**config.mk**
```make
export PLATFORM = sky130hd
export DESIGN_NAME = ops_system_words
export DESIGN_NICKNAME = d
export VERILOG_FILES = /design/src/ops_pkg.sv /design/src/ops_system_words.sv /design/src/ops_second_tick.sv
export VERILOG_INCLUDE_DIRS = /design/src /design/src/src
export SDC_FILE = /design/constraint.sdc
export NUM_CORES = 1
export LEC_CHECK = 0
export BUFFER_PORTS_ARGS = -buffer_cell sky130_fd_sc_hd__buf_4
export CORE_MARGIN = 2
export CORE_UTILIZATION = 40
export DETAILED_ROUTE_END_ITERATION = 7
export PLACE_DENSITY = 0.66
export REMOVE_ABC_BUFFERS = 1
export SLEW_MARGIN = 20
export SYNTH_ARGS = -nofsm -noshare
export SYNTH_HDL_FRONTEND = slang
export SYNTH_SLANG_ARGS = --single-unit
```
**constraint.sdc**
```tcl
create_clock -name mclk -period 6 [get_ports mclk]
set_clock_uncertainty 0.05 [all_clocks]
set_input_delay 0.9 -clock mclk [delete_from_list [all_inputs] [get_ports mclk]]
set_output_delay 0.9 -clock mclk [all_outputs]
set_load 0.03 [all_outputs]
```
**src/ops_params.svh**
```systemverilog
// Offsets, field positions, values and timing counts of the panel system words
`ifndef OPS_PARAMS_SVH
`define OPS_PARAMS_SVH

// ------------------------------------------------------------------
// Word addresses
// ------------------------------------------------------------------
`define OPS_ADDR_STATUS      11'h001
`define OPS_ADDR_RSV_A       11'h000
`define OPS_ADDR_RSV_B       11'h002
`define OPS_ADDR_TAGCTL      11'h003
`define OPS_ADDR_RSV_C       11'h009
`define OPS_ADDR_RSV_D       11'h00a
`define OPS_ADDR_CONTROL     11'h00b
`define OPS_ADDR_BLANK       11'h00c
`define OPS_ADDR_INTCODE     11'h00d
`define OPS_ADDR_RSV_E       11'h00e
`define OPS_ADDR_SCREEN      11'h00f
`define OPS_ADDR_WINCTL      11'h010
`define OPS_ADDR_WINNUM      11'h011
`define OPS_ADDR_WINX        11'h012
`define OPS_ADDR_WINY        11'h013
`define OPS_ADDR_RELAY       11'h7f0
`define OPS_ADDR_BASESCR     11'h7f1
`define OPS_ADDR_SECONDS     11'h7f4
`define OPS_ADDR_SCANTIME    11'h7f5
`define OPS_ADDR_SCANCOUNT   11'h7f7

// ------------------------------------------------------------------
// Field positions and masks
// ------------------------------------------------------------------
`define OPS_ST_PRINTING      4'd2
`define OPS_ST_WRITTEN       4'd3
`define OPS_ST_ENTRYERR      4'd8
`define OPS_CTL_BACKLIGHT    4'd0
`define OPS_CTL_BUZZON       4'd1
`define OPS_CTL_PRINTSTART   4'd2
`define OPS_CTL_BUZZDIS      4'd4
`define OPS_CTL_AUXDIS       4'd5
`define OPS_CTL_WAKEINT      4'd6
`define OPS_CTL_VGA          4'd8
`define OPS_CTL_HCDIS        4'd11
`define OPS_CTL_MASK         16'h0977
`define OPS_WIN_MASK         16'h0003
`define OPS_SCR_FORCE        4'd15
`define OPS_RELAY_MASK       16'h1fce
`define OPS_RELAY_ON         16'h0010

// ------------------------------------------------------------------
// Values and timing
// ------------------------------------------------------------------
`define OPS_BLANK_OFF        16'hffff
`define OPS_BLANK_ON         16'h0000
`define OPS_WAKE_CODE        8'hff
`define OPS_SCR_MAX_BIN      15'h2327
`define OPS_CLK_PERIOD_NS    100
`define OPS_ONE_SEC_NS       1000000000
`define OPS_SEC_CYCLES       (`OPS_ONE_SEC_NS / `OPS_CLK_PERIOD_NS)

`endif

```
**src/ops_pkg.sv**
```systemverilog
// Types shared by the panel system word logic
package ops_pkg;

  typedef struct packed {
    logic        wr;
    logic        bitWr;
    logic        rd;
    logic [10:0] addr;
    logic [15:0] data;
    logic [3:0]  bitIdx;
    logic        bitVal;
  } ops_hostreq_s;

  typedef struct packed {
    logic       valid;
    logic [7:0] code;
  } ops_intr_s;

  typedef enum logic [1:0] {
    PR_IDLE,
    PR_RUN,
    PR_DRAIN
  } ops_print_e;

endpackage

```
**src/ops_system_words.sv**
```systemverilog
// System control and status word area of the operator panel
//
// Operation
// All-ones blank word turns display off
// Zero blank word: on, idle timeout blanks
// Touch turns a blanked display back on
// Interrupt word sends low byte, never FFh
// Host avoids control codes in interrupt word
// Screen word: number bits 0-14, force 15
// Window control: display on, overlap lock
// Window number and X/Y position words
// Backlight-off bit dims only the backlight
// Buzzer bit drives internal and aux buzzer
// Hard-copy disable cancels and blocks printing
// Cancel finishes current image, keeps buffer
// Wake interrupt only on touch wake
// Each keyed entry toggles written bit
// Entry error set out-of-range, cleared otherwise
// Host never writes reserved words
// Control use of words suspends tag displays
// Bit writes to words 12,13,15 ignored; the code still sets tagSuspend on them
// Host writes reserved control bits zero
// Host ignores reserved status bits
// Special relay area 2032-2047, reserved undefined
// Seconds counter counts from power-up
// Each completed write applies once
`timescale 1ns/10ps
`default_nettype none
`include "ops_params.svh"

module ops_system_words
#(
  parameter int SEC_CYCLES = `OPS_SEC_CYCLES
) (
  input  wire logic                  mclk,
  input  wire logic                  rst,
  input  wire ops_pkg::ops_hostreq_s hostReq,
  output logic                       rdValid,
  output logic [15:0]                rdData,
  output ops_pkg::ops_intr_s         intOut,
  input  wire logic                  touchEvent,
  input  wire logic [15:0]           standbySeconds,
  input  wire logic                  numberFormatSelect,
  input  wire logic                  entryStrobe,
  input  wire logic                  entryInRange,
  input  wire logic                  printDone,
  input  wire logic                  printImageEnd,
  input  wire logic [15:0]           relayStatus,
  input  wire logic [15:0]           scanDuration,
  input  wire logic [15:0]           scanCount,
  output logic                       displayOn,
  output logic                       backlightOn,
  output logic                       buzzerInternal,
  output logic                       buzzerAux,
  output logic                       vgaMode,
  output logic                       printRun,
  output logic                       printCancel,
  output logic                       screenChange,
  output logic [14:0]                screenNum,
  output logic                       screenForce,
  output logic                       windowShow,
  output logic                       windowOrderLock,
  output logic [15:0]                windowNumber,
  output logic [15:0]                windowPosX,
  output logic [15:0]                windowPosY,
  output logic                       tagSuspend
);
  import ops_pkg::*;

  // ------------------------------------------------------------------
  // Helpers
  // ------------------------------------------------------------------
  function automatic logic [15:0] mergeBit(input logic [15:0] cur, input ops_hostreq_s r);
    logic [15:0] v;
    v = r.data;
    // A whole-word write outranks a bit write raised with it
    if (r.bitWr && !r.wr) begin
      v = cur;
      v[r.bitIdx] = r.bitVal;
    end
    return v;
  endfunction

  function automatic logic validScreen(input logic [14:0] n, input logic bcd);
    logic ok;
    ok = (n != 15'h0);
    if (bcd) begin
      ok = ok && (n[3:0] <= 4'h9) && (n[7:4] <= 4'h9) && (n[11:8] <= 4'h9) && (n[14:12] <= 3'h1);
    end else begin
      ok = ok && (n <= `OPS_SCR_MAX_BIN);
    end
    return ok;
  endfunction

  // ------------------------------------------------------------------
  // Write decode
  // ------------------------------------------------------------------
  logic        anyWr, blankWr, intWr, scrWr, ctlWr, scrOk, secTick;
  logic        valueWritten, entryError, prevStart, wakePend, touchWake, autoBlank;
  logic [15:0] control;
  logic [15:0] windowCtl;
  logic [15:0] seconds;
  logic [15:0] statusWord;
  ops_print_e  printState;
  logic [15:0] idleSeconds;

  assign anyWr   = hostReq.wr | hostReq.bitWr;
  // Whole-word strobe only for the three command words
  assign blankWr = hostReq.wr && hostReq.addr == `OPS_ADDR_BLANK;
  assign intWr   = hostReq.wr && hostReq.addr == `OPS_ADDR_INTCODE;
  assign scrWr   = hostReq.wr && hostReq.addr == `OPS_ADDR_SCREEN;
  assign ctlWr   = anyWr && hostReq.addr == `OPS_ADDR_CONTROL;
  assign scrOk   = validScreen(hostReq.data[14:0], numberFormatSelect);

  // ------------------------------------------------------------------
  // Control word and its pins
  // ------------------------------------------------------------------
  always_ff @(posedge mclk or posedge rst) begin
    if (rst) begin
      control <= 16'h0;
    end else if (ctlWr) begin
      control <= mergeBit(control, hostReq) & `OPS_CTL_MASK;
    end
  end

  // Backlight alone; display and touch are left untouched
  assign backlightOn    = ~control[`OPS_CTL_BACKLIGHT];
  assign buzzerInternal = control[`OPS_CTL_BUZZON] & ~control[`OPS_CTL_BUZZDIS];
  assign buzzerAux      = control[`OPS_CTL_BUZZON] & ~control[`OPS_CTL_AUXDIS];
  assign vgaMode        = control[`OPS_CTL_VGA];

  // ------------------------------------------------------------------
  // Display blanking
  // ------------------------------------------------------------------
  ops_second_tick #(
    .SEC_CYCLES (SEC_CYCLES)
  ) u_tick (
    .mclk    (mclk),
    .rst     (rst),
    .tick    (secTick),
    .seconds (seconds)
  );

  assign touchWake = touchEvent && !displayOn && !(blankWr && (hostReq.data == `OPS_BLANK_OFF || ~|hostReq.data));

  always_ff @(posedge mclk or posedge rst) begin
    if (rst) begin
      displayOn   <= 1'b1;
      autoBlank   <= 1'b1;
      idleSeconds <= 16'h0;
    end else if (blankWr && hostReq.data == `OPS_BLANK_OFF) begin
      displayOn   <= 1'b0;
      autoBlank   <= 1'b0;
    end else if (blankWr && hostReq.data == `OPS_BLANK_ON) begin
      displayOn   <= 1'b1;
      autoBlank   <= 1'b1;
      idleSeconds <= 16'h0;
    end else if (touchEvent) begin
      displayOn   <= 1'b1;
      idleSeconds <= 16'h0;
    end else if (autoBlank && displayOn && secTick && standbySeconds != 16'h0) begin
      // A zero standby time means the screen never blanks on idle
      if (idleSeconds + 16'h1 >= standbySeconds) begin
        displayOn <= 1'b0;
      end
      idleSeconds <= idleSeconds + 16'h1;
    end
  end

  // ------------------------------------------------------------------
  // Interrupt codes to the host
  // ------------------------------------------------------------------
  // Host code wins the slot; a touch wake waits one cycle behind it
  always_ff @(posedge mclk or posedge rst) begin
    if (rst) begin
      intOut   <= '0;
      wakePend <= 1'b0;
    end else if (intWr && hostReq.data[7:0] != `OPS_WAKE_CODE) begin
      intOut.valid <= 1'b1;
      intOut.code  <= hostReq.data[7:0];
      wakePend     <= wakePend | (touchWake & control[`OPS_CTL_WAKEINT]);
    end else if (wakePend || (touchWake && control[`OPS_CTL_WAKEINT])) begin
      intOut.valid <= 1'b1;
      intOut.code  <= `OPS_WAKE_CODE;
      wakePend     <= 1'b0;
    end else begin
      intOut.valid <= 1'b0;
    end
  end

  // ------------------------------------------------------------------
  // Screen and window words
  // ------------------------------------------------------------------
  always_ff @(posedge mclk or posedge rst) begin
    if (rst) begin
      screenNum    <= 15'h1;
      screenForce  <= 1'b0;
      screenChange <= 1'b0;
    end else begin
      screenChange <= scrWr && scrOk;
      if (scrWr && scrOk) begin
        screenNum   <= hostReq.data[14:0];
        screenForce <= hostReq.data[`OPS_SCR_FORCE];
      end
    end
  end

  always_ff @(posedge mclk or posedge rst) begin
    if (rst) begin
      windowCtl    <= 16'h0;
      windowNumber <= 16'h0;
      windowPosX   <= 16'h0;
      windowPosY   <= 16'h0;
    end else if (anyWr) begin
      case (hostReq.addr)
        `OPS_ADDR_WINCTL: windowCtl    <= mergeBit(windowCtl, hostReq) & `OPS_WIN_MASK;
        `OPS_ADDR_WINNUM: windowNumber <= mergeBit(windowNumber, hostReq);
        `OPS_ADDR_WINX:   windowPosX   <= mergeBit(windowPosX, hostReq);
        `OPS_ADDR_WINY:   windowPosY   <= mergeBit(windowPosY, hostReq);
        default: ;
      endcase
    end
  end

  assign windowShow      = windowCtl[0];
  assign windowOrderLock = windowCtl[1];

  // Once claimed for control the tag displays stay off until reset
  always_ff @(posedge mclk or posedge rst) begin
    if (rst) begin
      tagSuspend <= 1'b0;
    end else if (anyWr && (hostReq.addr == `OPS_ADDR_TAGCTL || hostReq.addr == `OPS_ADDR_BLANK ||
                           hostReq.addr == `OPS_ADDR_INTCODE || hostReq.addr == `OPS_ADDR_SCREEN)) begin
      tagSuspend <= 1'b1;
    end
  end

  // ------------------------------------------------------------------
  // Keyed entry status
  // ------------------------------------------------------------------
  always_ff @(posedge mclk or posedge rst) begin
    if (rst) begin
      valueWritten <= 1'b0;
    end else if (entryStrobe) begin
      valueWritten <= ~valueWritten;
    end
  end

  // An out-of-range entry beats a screen change in the same cycle
  always_ff @(posedge mclk or posedge rst) begin
    if (rst) begin
      entryError <= 1'b0;
    end else if (entryStrobe && !entryInRange) begin
      entryError <= 1'b1;
    end else if (entryStrobe || screenChange) begin
      entryError <= 1'b0;
    end
  end

  // ------------------------------------------------------------------
  // Hard copy
  // ------------------------------------------------------------------
  always_ff @(posedge mclk or posedge rst) begin
    if (rst) begin
      printState <= PR_IDLE;
      prevStart  <= 1'b0;
    end else begin
      prevStart <= control[`OPS_CTL_PRINTSTART];
      case (printState)
        PR_IDLE: begin
          if (control[`OPS_CTL_PRINTSTART] && !prevStart && !control[`OPS_CTL_HCDIS]) begin
            printState <= PR_RUN;
          end
        end
        PR_RUN: begin
          if (printDone) begin
            printState <= PR_IDLE;
          end else if (control[`OPS_CTL_HCDIS]) begin
            printState <= PR_DRAIN;
          end
        end
        PR_DRAIN: begin
          if (printImageEnd) begin
            printState <= PR_IDLE;
          end
        end
        default: printState <= PR_IDLE;
      endcase
    end
  end

  assign printRun    = printState == PR_RUN;
  // Engine finishes the image in hand and keeps its buffer
  assign printCancel = printState == PR_DRAIN;

  // ------------------------------------------------------------------
  // Read port
  // ------------------------------------------------------------------
  always_comb begin
    statusWord = 16'h0;
    statusWord[`OPS_ST_PRINTING] = printState != PR_IDLE;
    statusWord[`OPS_ST_WRITTEN]  = valueWritten;
    statusWord[`OPS_ST_ENTRYERR] = entryError;
  end

  always_ff @(posedge mclk or posedge rst) begin
    if (rst) begin
      rdValid <= 1'b0;
      rdData  <= 16'h0;
    end else begin
      rdValid <= hostReq.rd;
      if (hostReq.rd) begin
        case (hostReq.addr)
          `OPS_ADDR_STATUS:    rdData <= statusWord;
          `OPS_ADDR_CONTROL:   rdData <= control;
          `OPS_ADDR_SCREEN:    rdData <= {screenForce, screenNum};
          `OPS_ADDR_WINCTL:    rdData <= windowCtl;
          `OPS_ADDR_WINNUM:    rdData <= windowNumber;
          `OPS_ADDR_WINX:      rdData <= windowPosX;
          `OPS_ADDR_WINY:      rdData <= windowPosY;
          `OPS_ADDR_RELAY:     rdData <= (relayStatus & `OPS_RELAY_MASK) | `OPS_RELAY_ON;
          `OPS_ADDR_BASESCR:   rdData <= {1'b0, screenNum};
          `OPS_ADDR_SECONDS:   rdData <= seconds;
          `OPS_ADDR_SCANTIME:  rdData <= scanDuration;
          `OPS_ADDR_SCANCOUNT: rdData <= scanCount;
          default:             rdData <= 16'h0;
        endcase
      end
    end
  end
endmodule
`default_nettype wire

```
**src/ops_second_tick.sv**
```systemverilog
// One-second tick divider and free-running seconds counter
`timescale 1ns/10ps
`default_nettype none
`include "ops_params.svh"

module ops_second_tick #(
  parameter int SEC_CYCLES = `OPS_SEC_CYCLES
) (
  input  wire logic        mclk,
  input  wire logic        rst,
  output logic             tick,
  output logic [15:0]      seconds
);

  logic [31:0] divCount;

  always_ff @(posedge mclk or posedge rst) begin
    if (rst) begin
      divCount <= 32'h0;
      tick     <= 1'b0;
    end else if (divCount == 32'(SEC_CYCLES - 1)) begin
      divCount <= 32'h0;
      tick     <= 1'b1;
    end else begin
      divCount <= divCount + 32'h1;
      tick     <= 1'b0;
    end
  end

  // Binary count from power-up, wraps silently
  always_ff @(posedge mclk or posedge rst) begin
    if (rst) begin
      seconds <= 16'h0;
    end else if (tick) begin
      seconds <= seconds + 16'h1;
    end
  end
endmodule
`default_nettype wire

```
Word-level counts from Yosys, hierarchy flattened
Cells that the tools add are included.
{ "totals": {"register_bits": 175} }
{ "classes": {"add_sub_neg": 3, "order_cmp": 8, "n_eq_ne": 23, "n_mux": 38, "n_bitwise": 10, "reduce_logical": 58} }
{ "ops": {"columns": ["op", "n"], "rows": [
  ["$pmux W16 S12", 1],
  ["$mux W16", 6],
  ["$bwmux W16", 5],
  ["$eq A11 B11 Y1 const B", 5],
  ["$eq A11 B4 Y1 const B", 4],
  ["$eq A11 B5 Y1 const B", 4],
  ["$add A16 B1 Y16 const B", 2],
  ["$add A32 B1 Y32 const B", 1],
  ["$eq A32 B24 Y1 const B", 1],
  ["$mux W32", 1],
  ["$logic_and A1 B1 Y1", 26],
  ["$eq A16 B16 Y1 const B", 1],
  ["$ge A16 B16 Y1", 1],
  ["$logic_not A16 Y1", 1],
  ["$reduce_bool A16 Y1", 1],
  ["$reduce_or A16 Y1", 1],
  ["$le A15 B14 Y1 const B", 1],
  ["$mux W1", 15],
  ["$reduce_bool A15 Y1", 1],
  ["$le A4 B4 Y1 const B", 3],
  ["$mux W12", 1],
  ["$reduce_and A2 Y1", 6],
  ["$eq A11 B1 Y1 const B", 1],
  ["$eq A11 B2 Y1 const B", 1],
  ["23 further kinds", 50]
]} }

Logic depth before layout (Yosys ltp)
Gate-level depths: netlist of run 1.
{ "logic_depth": {"depth_word": 10, "ltp_mapped": 13, "depth_no_buf": 13} }

Modules after synthesis
Synthesis of run 1 repeated with hierarchy kept, for this count alone.
{ "hier_totals": {"cells_unflattened": 1008, "area_unflattened_um2": 9850.7} }
{ "by_module_without_submodules": {"columns": ["mod", "instances", "cells_each", "area_each_um2"], "rows": [
  ["ops_system_words", 1, 790, 7551.0],
  ["ops_second_tick", 1, 218, 2299.7]
]} }

Least setup slack after synthesis of run 1
Ideal clock, no wire load.
{ "synth_timing": {"path_type": "in2reg", "startpoint": "input port hostReq[26] in the netlist's numbering", "endpoint": "register screenNum[1]", "setup_time_ps": 125, "arrival_time_ps": 2769, "required_time_ps": 5825, "slack_ps": 3056, "cell_stages": 6, "path_buffers": 1, "cell_sequence": "or4_4 -> nor4_4 -> nand4_4 -> a21oi_4 -> buf_12 -> mux2_4"} }
{ "synth_between": {"elab_chain_cells": 3} }
{ "synth_lines": {"columns": ["element", "line_no", "rtl"], "rows": [
  ["start, declared", "ops_system_words.sv:37", "input wire ops_pkg::ops_hostreq_s hostReq,"],
  ["$eq A11 B4 Y1", null, null],
  ["$logic_and A1 B1 Y1 (no line)", null, null],
  ["$logic_and A1 B1 Y1", "ops_system_words.sv:201", "if (scrWr && scrOk) begin"],
  ["end signal, assigned", "ops_system_words.sv:202", "screenNum <= hostReq.data[14:0];"],
  ["end, declared", "ops_system_words.sv:59", "output logic [14:0] screenNum,"]
]} }
Every way passes these cells.
A chain may end at the register's enable or synchronous reset.

Worst setup path in the final report of run 1
{ "layout_timing": {"startpoint": "input port hostReq[23] in the netlist's numbering", "endpoint": "register windowPosX[10]"} }
{ "layout_between": {"elab_chain_cells": 2} }
{ "layout_lines": {"columns": ["element", "line_no", "rtl"], "rows": [
  ["$eq A11 B5 Y1", "ops_system_words.sv:215", "case (hostReq.addr)"],
  ["$reduce_and A2 Y1 (no line)", null, null],
  ["end signal, assigned", "ops_system_words.sv:218", "`OPS_ADDR_WINX: windowPosX <= mergeBit(windowPosX, hostReq);"],
  ["end, declared", "ops_system_words.sv:64", "output logic [15:0] windowPosX,"]
]} }
Every way passes these cells.

==> qor.yml, run 1 <==
outcome:
  status: "finished, final reports clean"
placed_design:
  pre_cts_ws_ns: 1.98
  dpl.hpwl_um: 23500
  gp_congestion: 0.938
  dp.cells: 1458
  portBuffers: 201
route:
  viasPerCell: 5.91
  drt-pass1-iter-count: 5
  wl_um: 32100
  drt_iter0_drc: 868
  drc_errors: 0
  vias: 8805
  ant_nets: 0
  avgRoutedWirePerCell_um: 21.5
critical_path:
  startpoint_type: "input port"
  required_ns: 6.25
  worstSetupEndpointType: "flip-flop"
  critPathMaxFanout: 26
  r2r_cells: 12
  r2r-start: "idleSeconds[2]$_DFFE_PP0P_"
  cp_data_arrival_time_ns: 3.96
  path_class: "in -> reg"
  crit_start: "hostReq[23]"
layout:
  insertedDiodeCount: 0
  nNetsFinal: 1284
  fill_cells: 2208
  drive_above_1_share_pct: 24.6
  layout-area-overhead-vs-synth_pct: 25.2
  final_cells: 1490
grt:
  grt_pass1_wl_um: 49100
  grt_usage_pct: 26.0
  antenna_found_initial: 0
  grt_overflow: 0
  grt_pass1_vias: 8482
  grt_max_degree: 91
yosys:
  avgSynthCellArea_um2: 9.77
  synth_fa_ha_area_share_pct: 2.49
  synthFlopType: "dfrtp_1"
  async_flop_share_pct: 100
  synth_compound_area_share_pct: 21.6
  yosysTopAreaCell: "dfrtp_1"
  synth_simple_gate_area_share_pct: 16.9
  synth_edf_count: 0
  yosys-top-cells-area: "dfrtp_1 (45%), o31ai_1 (5.1%), o21ai_0 (4.1%)"
  synth-xor-area-share_pct: 5.22
  ys_seq_area_share_pct: 45.8
  ys_seq_elements: 175
  yosys_warnings: 0
  ys_types: 64
  synth.mux.area_fraction_pct: 4.64
  syn_inst: 979
  netlist_area_mm2: 0.00956
  synth_top_family_by_area: "compound AO/OA/AOI/OAI gates"
  synth_top_area_share_pct: 45.0
sta:
  timing.fmax_mhz: 270
  setup_tns_ns: 0
  grt_setup_unrepaired: "no"
  fin_crit_sh_pct: 61.7
  setup_viol: 0
  final_hold_viol_count: 0
  setup_slack_ns: 2.30
  finalMaxSlewViolations: 0
  tightest_slew_ns: 0.830
  slew_headroom_pct: 44.2
  min_period_ns: 3.70
clock_network:
  h-tree-depth: 4
  cts_made_buffers: 17
  clock_latency_ns: 0.43
  cts.sinks: 175
  hold_buffers: 0
  postCtsSetupBuffers: 0
  cts_root_buf: "clkbuf_16"
  clk_pin_slew_worst_paths_ns: 0.07
  ctsResizeCount: 0
  cts_tree: "yes"
  clk_path_buf_depth: 2
hold_path:
  worstHoldPathCells: 0
  min-delay-start: "control[2]$_DFFE_PP0P_"
  worstHoldPathType: "reg -> reg"
flow_run:
  cap_viol_max_count: 0
die:
  die_w_um: 159
  dieArea_mm2: 0.0252
  fp.dieH_um: 159
  core-area_mm2: 0.0235
  initial_core_util_pct: 40.7
  io_pins: 208
  num_rows: 56
pwr:
  power.total_mw: 2.70
  power-per-cell-area_mw_per_mm2: 225
  p_leak_nw: 5.51
  ir_drop_v: 0.000142
## placed cells by master, fill, tap and decap left out, types with 14 or more instances in the layout
master,instances
a21oi_1,43
a22oi_1,30
and3_1,15
buf_4,212
clkbuf_16,17
dfrtp_1,172
ha_1,19
inv_1,25
mux2i_1,14
nand2_1,71
nand3_1,29
nand4_1,27
nor2_1,60
nor2b_1,19
nor3_1,16
nor4_1,16
o21ai_0,78
o31ai_1,65
xnor2_1,37
xor2_1,20
## registers in the layout (all words and copies together), names as in the netlist, 2 cells and up
name / cells
windowPosX: 16
printState: 2
rdData: 16
windowCtl: 2
windowPosY: 16
windowNumber: 16
u_tick.seconds: 16
intOut: 9
idleSeconds: 16
u_tick.divCount: 32
screenNum: 15
control: 8
## path summary, 6_finish.rpt
check / end / slack, ns
max reg2reg: displayOn$_DFFE_PP1P_ / 2.93
min: prevStart$_DFF_PP0_ / 0.40
max: windowPosX[10]$_DFFE_PP0P_ / 2.30
min reg2reg: prevStart$_DFF_PP0_ / 0.40
max in group asynchronous: u_tick.seconds[2]$_DFFE_PP0P_ / 4.10
min in group asynchronous: u_tick.divCount[30]$_DFF_PP0_ / 0.59
## per-layer routing
layer	part of all wire, %	GRT usage [%]	routed length [um]
met1	43	35.2	13700
met2	46	40.6	14600
met3	8.7	7.00	2810
met4	2.9	8.49	929
met5	0	0	0
## layout make-up
cell class	instances	area (um2)	area share, %
Clock buffer	18	429	3.58
Clock inverter	14	200	1.67
Inverter	26	103	0.856
Multi-Input combinational cell	726	4870	40.7
Sequential cell	175	4380	36.6
Tap cell	319	399	3.33
Timing Repair Buffer	212	1590	13.3
## power breakdown
part,total [mW],internal [mW],leakage [nW],switching [mW]
clock,1.21,0.706,0.304,0.500
sequential,1.21,1.20,2.39,0.0131
combinational,0.281,0.0997,2.81,0.182
## critical path, stage by stage
cell and delay, ns:
buf_4 0.21, nor2_1 0.54, nand4_1 0.57, nor2_1 0.72, o21ai_2 0.38, buf_4 0.31
o21ai_0 0.19, o31ai_1 0.09
## cells in the mapped netlist, types with 3 or more instances
master and number:
a21oi_1 43, o21ai_1 7, clkbuf_1 41, nand3b_1 5, a31oi_1 10, a22oi_1 30, o32ai_1 7, dfstp_2 3
a32oi_1 6, and4_1 7, o31ai_1 65, a22o_1 3, xnor2_1 37, nand2_1 71, nor4b_1 4, a41oi_1 4
o21ai_0 79, nor4_1 16, and2_1 11, nor2_1 60, mux2_2 11, xor2_1 20, buf_2 5, a221oi_1 7
nor2b_1 19, nor3_1 16, ha_1 19, a21o_1 8, nand3_1 29, mux2_4 9, mux2i_1 14, buf_1 4
and3_1 15, o22a_1 9, nand2b_1 7, inv_1 26, o221a_2 4, or2_2 7, o211ai_1 11, nand4_1 27
dfrtp_1 172
## metrics by stage
stage               area [um2]  hold slack [ns]  util (%)
CTS                      12000            0.407      51.0
global route             12000            0.435      51.0
floorplan                 9340            0.331         -
finish                   12000            0.401      51.0
detailed placement       11300            0.391      48.4
global placement         11300            0.389      48.4
## cells by family (layout without fill, tap and decap cells)
| family | count (synthesis) | after routing |
|---|---|---|
| buffers and inverters | 78 | 270 |
| AND/OR/NAND/NOR | 306 | 306 |
| adder cells (fa/ha/maj) | 19 | 19 |
| flip-flops | 175 | 175 |
| AO/OA/AOI/OAI | 308 | 308 |
| multiplexers | 36 | 36 |
| XOR/XNOR | 57 | 57 |
Note: power is estimated with default switching activity, not from simulation.
==> inputs of run 2 (changes only) <==
PLACE_DENSITY = 0.64   (was 0.66)
clock period = 3.6 ns   (was 6 ns; I/O delays follow)
==> run 2 against run 1 <==
  * Register-to-register slack worse by 2.3 ns
  * Critical endpoint is now displayOn$_DFFE_PP1P_
  * Flip-flop and latch count stayed put
  * Clock power is 47% higher
  * Non-clock buffer count is 13 higher
  * Routed wire length is 1.2% higher
  * Combinational power is 71% higher
  * Count of clock-buffer cells in the layout is 1 higher
  * Cell area is 0.35% higher
  * Critical path type is now reg -> reg
  * Core utilization is 0.18 points higher
  * Power is 59% higher
  * Hold slack worse by 0.21 ns
  * Die area stayed put
==> qor.yml, run 2 (synthesized netlist as in run 1, its figures left out) <==
outcome:
  status: "finished, final reports clean"
pwr:
  clock_power_share_pct: 41.7  # -3.0 points
  power.total_mw: 4.27  # +59%
  p_int_mw: 3.08  # +54%
  ir_drop_v: 0.000257  # +81%
  seq_power_share_pct: 47.1  # +2.3 points
  p_sw_mw: 1.20  # +73%
  p_leak_nw: 5.55  # +0.70%
  p_sw_share_pct: 28.0  # +2.3 points
  power-per-cell-area_mw_per_mm2: 355  # +58%
  pwr-share-comb_pct: 11.2  # +0.8 points
clock_network:
  cts_tree: "yes"
  ctsResizeCount: 0  # unchanged
  hold_buffers: 0  # unchanged
  clk_path_buf_depth: 2  # unchanged
  cts_root_buf: "clkbuf_16"
  cts.sinks: 175  # unchanged
  h-tree-depth: 4  # unchanged
  cts_made_buffers: 17  # unchanged
  clk_pin_slew_worst_paths_ns: 0.07  # about the same
  clock_latency_ns: 0.43  # about the same
  postCtsSetupBuffers: 0  # unchanged
sta:
  setup_viol: 0  # unchanged
  setup_tns_ns: 0  # unchanged
  timing.fmax_mhz: 338
  min_period_ns: 2.95
  setup_slack_ns: 0.645  # -1.65 ns
  fin_crit_sh_pct: 82.1
  slew_headroom_pct: 43.3  # -0.91 points
  tightest_slew_ns: 0.844  # +0.0135 ns
  grt_setup_unrepaired: "no"
  finalMaxSlewViolations: 0  # unchanged
  final_hold_viol_count: 0  # unchanged
route:
  avgRoutedWirePerCell_um: 21.6  # +0.37%
  ant_nets: 0  # unchanged
  vias: 8880  # +0.85%
  wl_met1_um: 13900  # +1.2%
  wl_um: 32500  # +1.2%
  drt_iter0_drc: 682  # -21%
  wl_met2_um: 15000  # +2.8%
  drt-pass1-iter-count: 6  # +1
  topRoutingLayerUsed: "met4"
  dr_wl_met3_um: 2720  # -3.1%
  drc_errors: 0  # unchanged
  viasPerCell: 5.91  # about the same
flow_run:
  cap_viol_max_count: 0  # unchanged
critical_path:
  rr_endpoint: "displayOn$_DFFE_PP1P_"
  r2r_cells: 12  # unchanged
  path_class: "reg -> reg"
  setup.worst_path.end: "displayOn$_DFFE_PP1P_"
  startpoint_type: "flip-flop"
  cp_data_arrival_time_ns: 3.28  # -0.68 ns
  required_ns: 3.92  # -2.33 ns
  reg2reg_setup_slack_ns: 0.65  # -2.28 ns
  critPathMaxFanout: 6  # -77%
  crit_start: "idleSeconds[2]$_DFFE_PP0P_"
  r2r-start: "idleSeconds[2]$_DFFE_PP0P_"
  worstSetupEndpointType: "flip-flop"
grt:
  grt_max_degree: 81  # -11%
  grt_pass1_vias: 8482  # unchanged
  grt_overflow: 0  # unchanged
  grt_pass1_wl_um: 49000  # -0.31%
  grt_usage_pct: 26.0  # +0.032 points
  antenna_found_initial: 0  # unchanged
layout:
  mostFrequentLayoutCells: "buf_4 (223), dfrtp_1 (172), o21ai_0 (78), nand2_1 (71), o31ai_1 (65)"
  final_common_cell: "buf_4"
  insertedDiodeCount: 0  # unchanged
  nNetsFinal: 1297  # +1.0%
  postLayoutCoreUtil_pct: 51.2  # +0.18 points
  largest-register: "u_tick.divCount"
  layout-area-overhead-vs-synth_pct: 25.7
  drive_above_1_share_pct: 25.3  # +0.74 points
  largest_reg_flops: 32  # unchanged
die:
  num_rows: 56  # unchanged
  dieArea_mm2: 0.0252  # unchanged
  die_w_um: 159  # unchanged
  core-area_mm2: 0.0235  # unchanged
  initial_core_util_pct: 40.7  # unchanged
  io_pins: 208  # unchanged
  fp.dieH_um: 159  # unchanged
placed_design:
  portBuffers: 201  # unchanged
  gp_congestion: 0.925  # -1.4%
  dpl.hpwl_um: 24100  # +2.3%
  pre_cts_ws_ns: 0.660  # -1.32 ns
hold_path:
  worstHoldPathType: "in -> async"
==> run 2: changes by cell type in the layout (fill, tap and decap cells not counted), sizes merged <==
cell	before	now
buf	212	225
bufinv	4	0
inv	32	35
clkbuf	18	19
clkinv	2	3
clkinvlp	2	1
==> run 2: worst max-delay path, cell delays in order (launching register included) <==
cell and delay [ns]:
dfrtp_1 0.44, and3_1 0.24, and3_1 0.23, nand3_1 0.18
or2_2 0.38, xnor2_1 0.14, ha_1 0.30, a21o_1 0.19
a21o_1 0.17, a21oi_1 0.13, o211ai_1 0.13, a21boi_0 0.19
o21a_1 0.13
==> run 2: power by group through the flow <==
stage	clock [mW]	combinational, mW	sequential, mW
6_report	1.78	0.480	2.01
5_1_grt	1.89	0.514	2.01
4_1_cts	1.80	0.477	2.01
3_5_place_dp	0	0.475	2.05
3_3_place_gp	0	0.472	2.05
2_1_floorplan	0	0.171	2.08
==> run 2: per-stage QoR <==
stage                     instance area (um2)  hold WS (ns)  instances
final                                   12000         0.190       1503
after floorplan                          9340         0.331        927
after CTS                               12000         0.214       1503
after global placement                  11500         0.390       1471
after detailed placement                11500         0.387       1471
after global routing                    12000         0.219       1503
==> run 2: metal layers <==
layer  vias up  GRT usage [%]
li1       4058              -
met1      4292           35.9
met2       467           41.1
met3        63           5.39
met4         0           8.32
met5         -              0
==> run 2: area by class of cell <==
class                   instances  area (um2)
clock buffers                  19         433
clock inverters                13         116
fillers                      2157       11500
inverters                      26         103
multi-input cells             726        4870
flip-flops and latches        175        4380
well taps                     319         399
repair buffers                225        1710
==> run 2: how the worst min path moves through the flow <==
stage                                       from                            end  slack (ns)  cells past startpoint
after CTS                           entryInRange         entryError$_DFFE_PP0P_        0.21                      2
after detailed placement  control[2]$_DFFE_PP0P_            prevStart$_DFF_PP0_        0.39                      0
final                                        rst  u_tick.seconds[9]$_DFFE_PP0P_        0.19                      2
after floorplan           control[2]$_DFFE_PP0P_            prevStart$_DFF_PP0_        0.33                      0
after global placement    control[2]$_DFFE_PP0P_            prevStart$_DFF_PP0_        0.39                      0
after global routing                entryInRange         entryError$_DFFE_PP0P_        0.22                      2
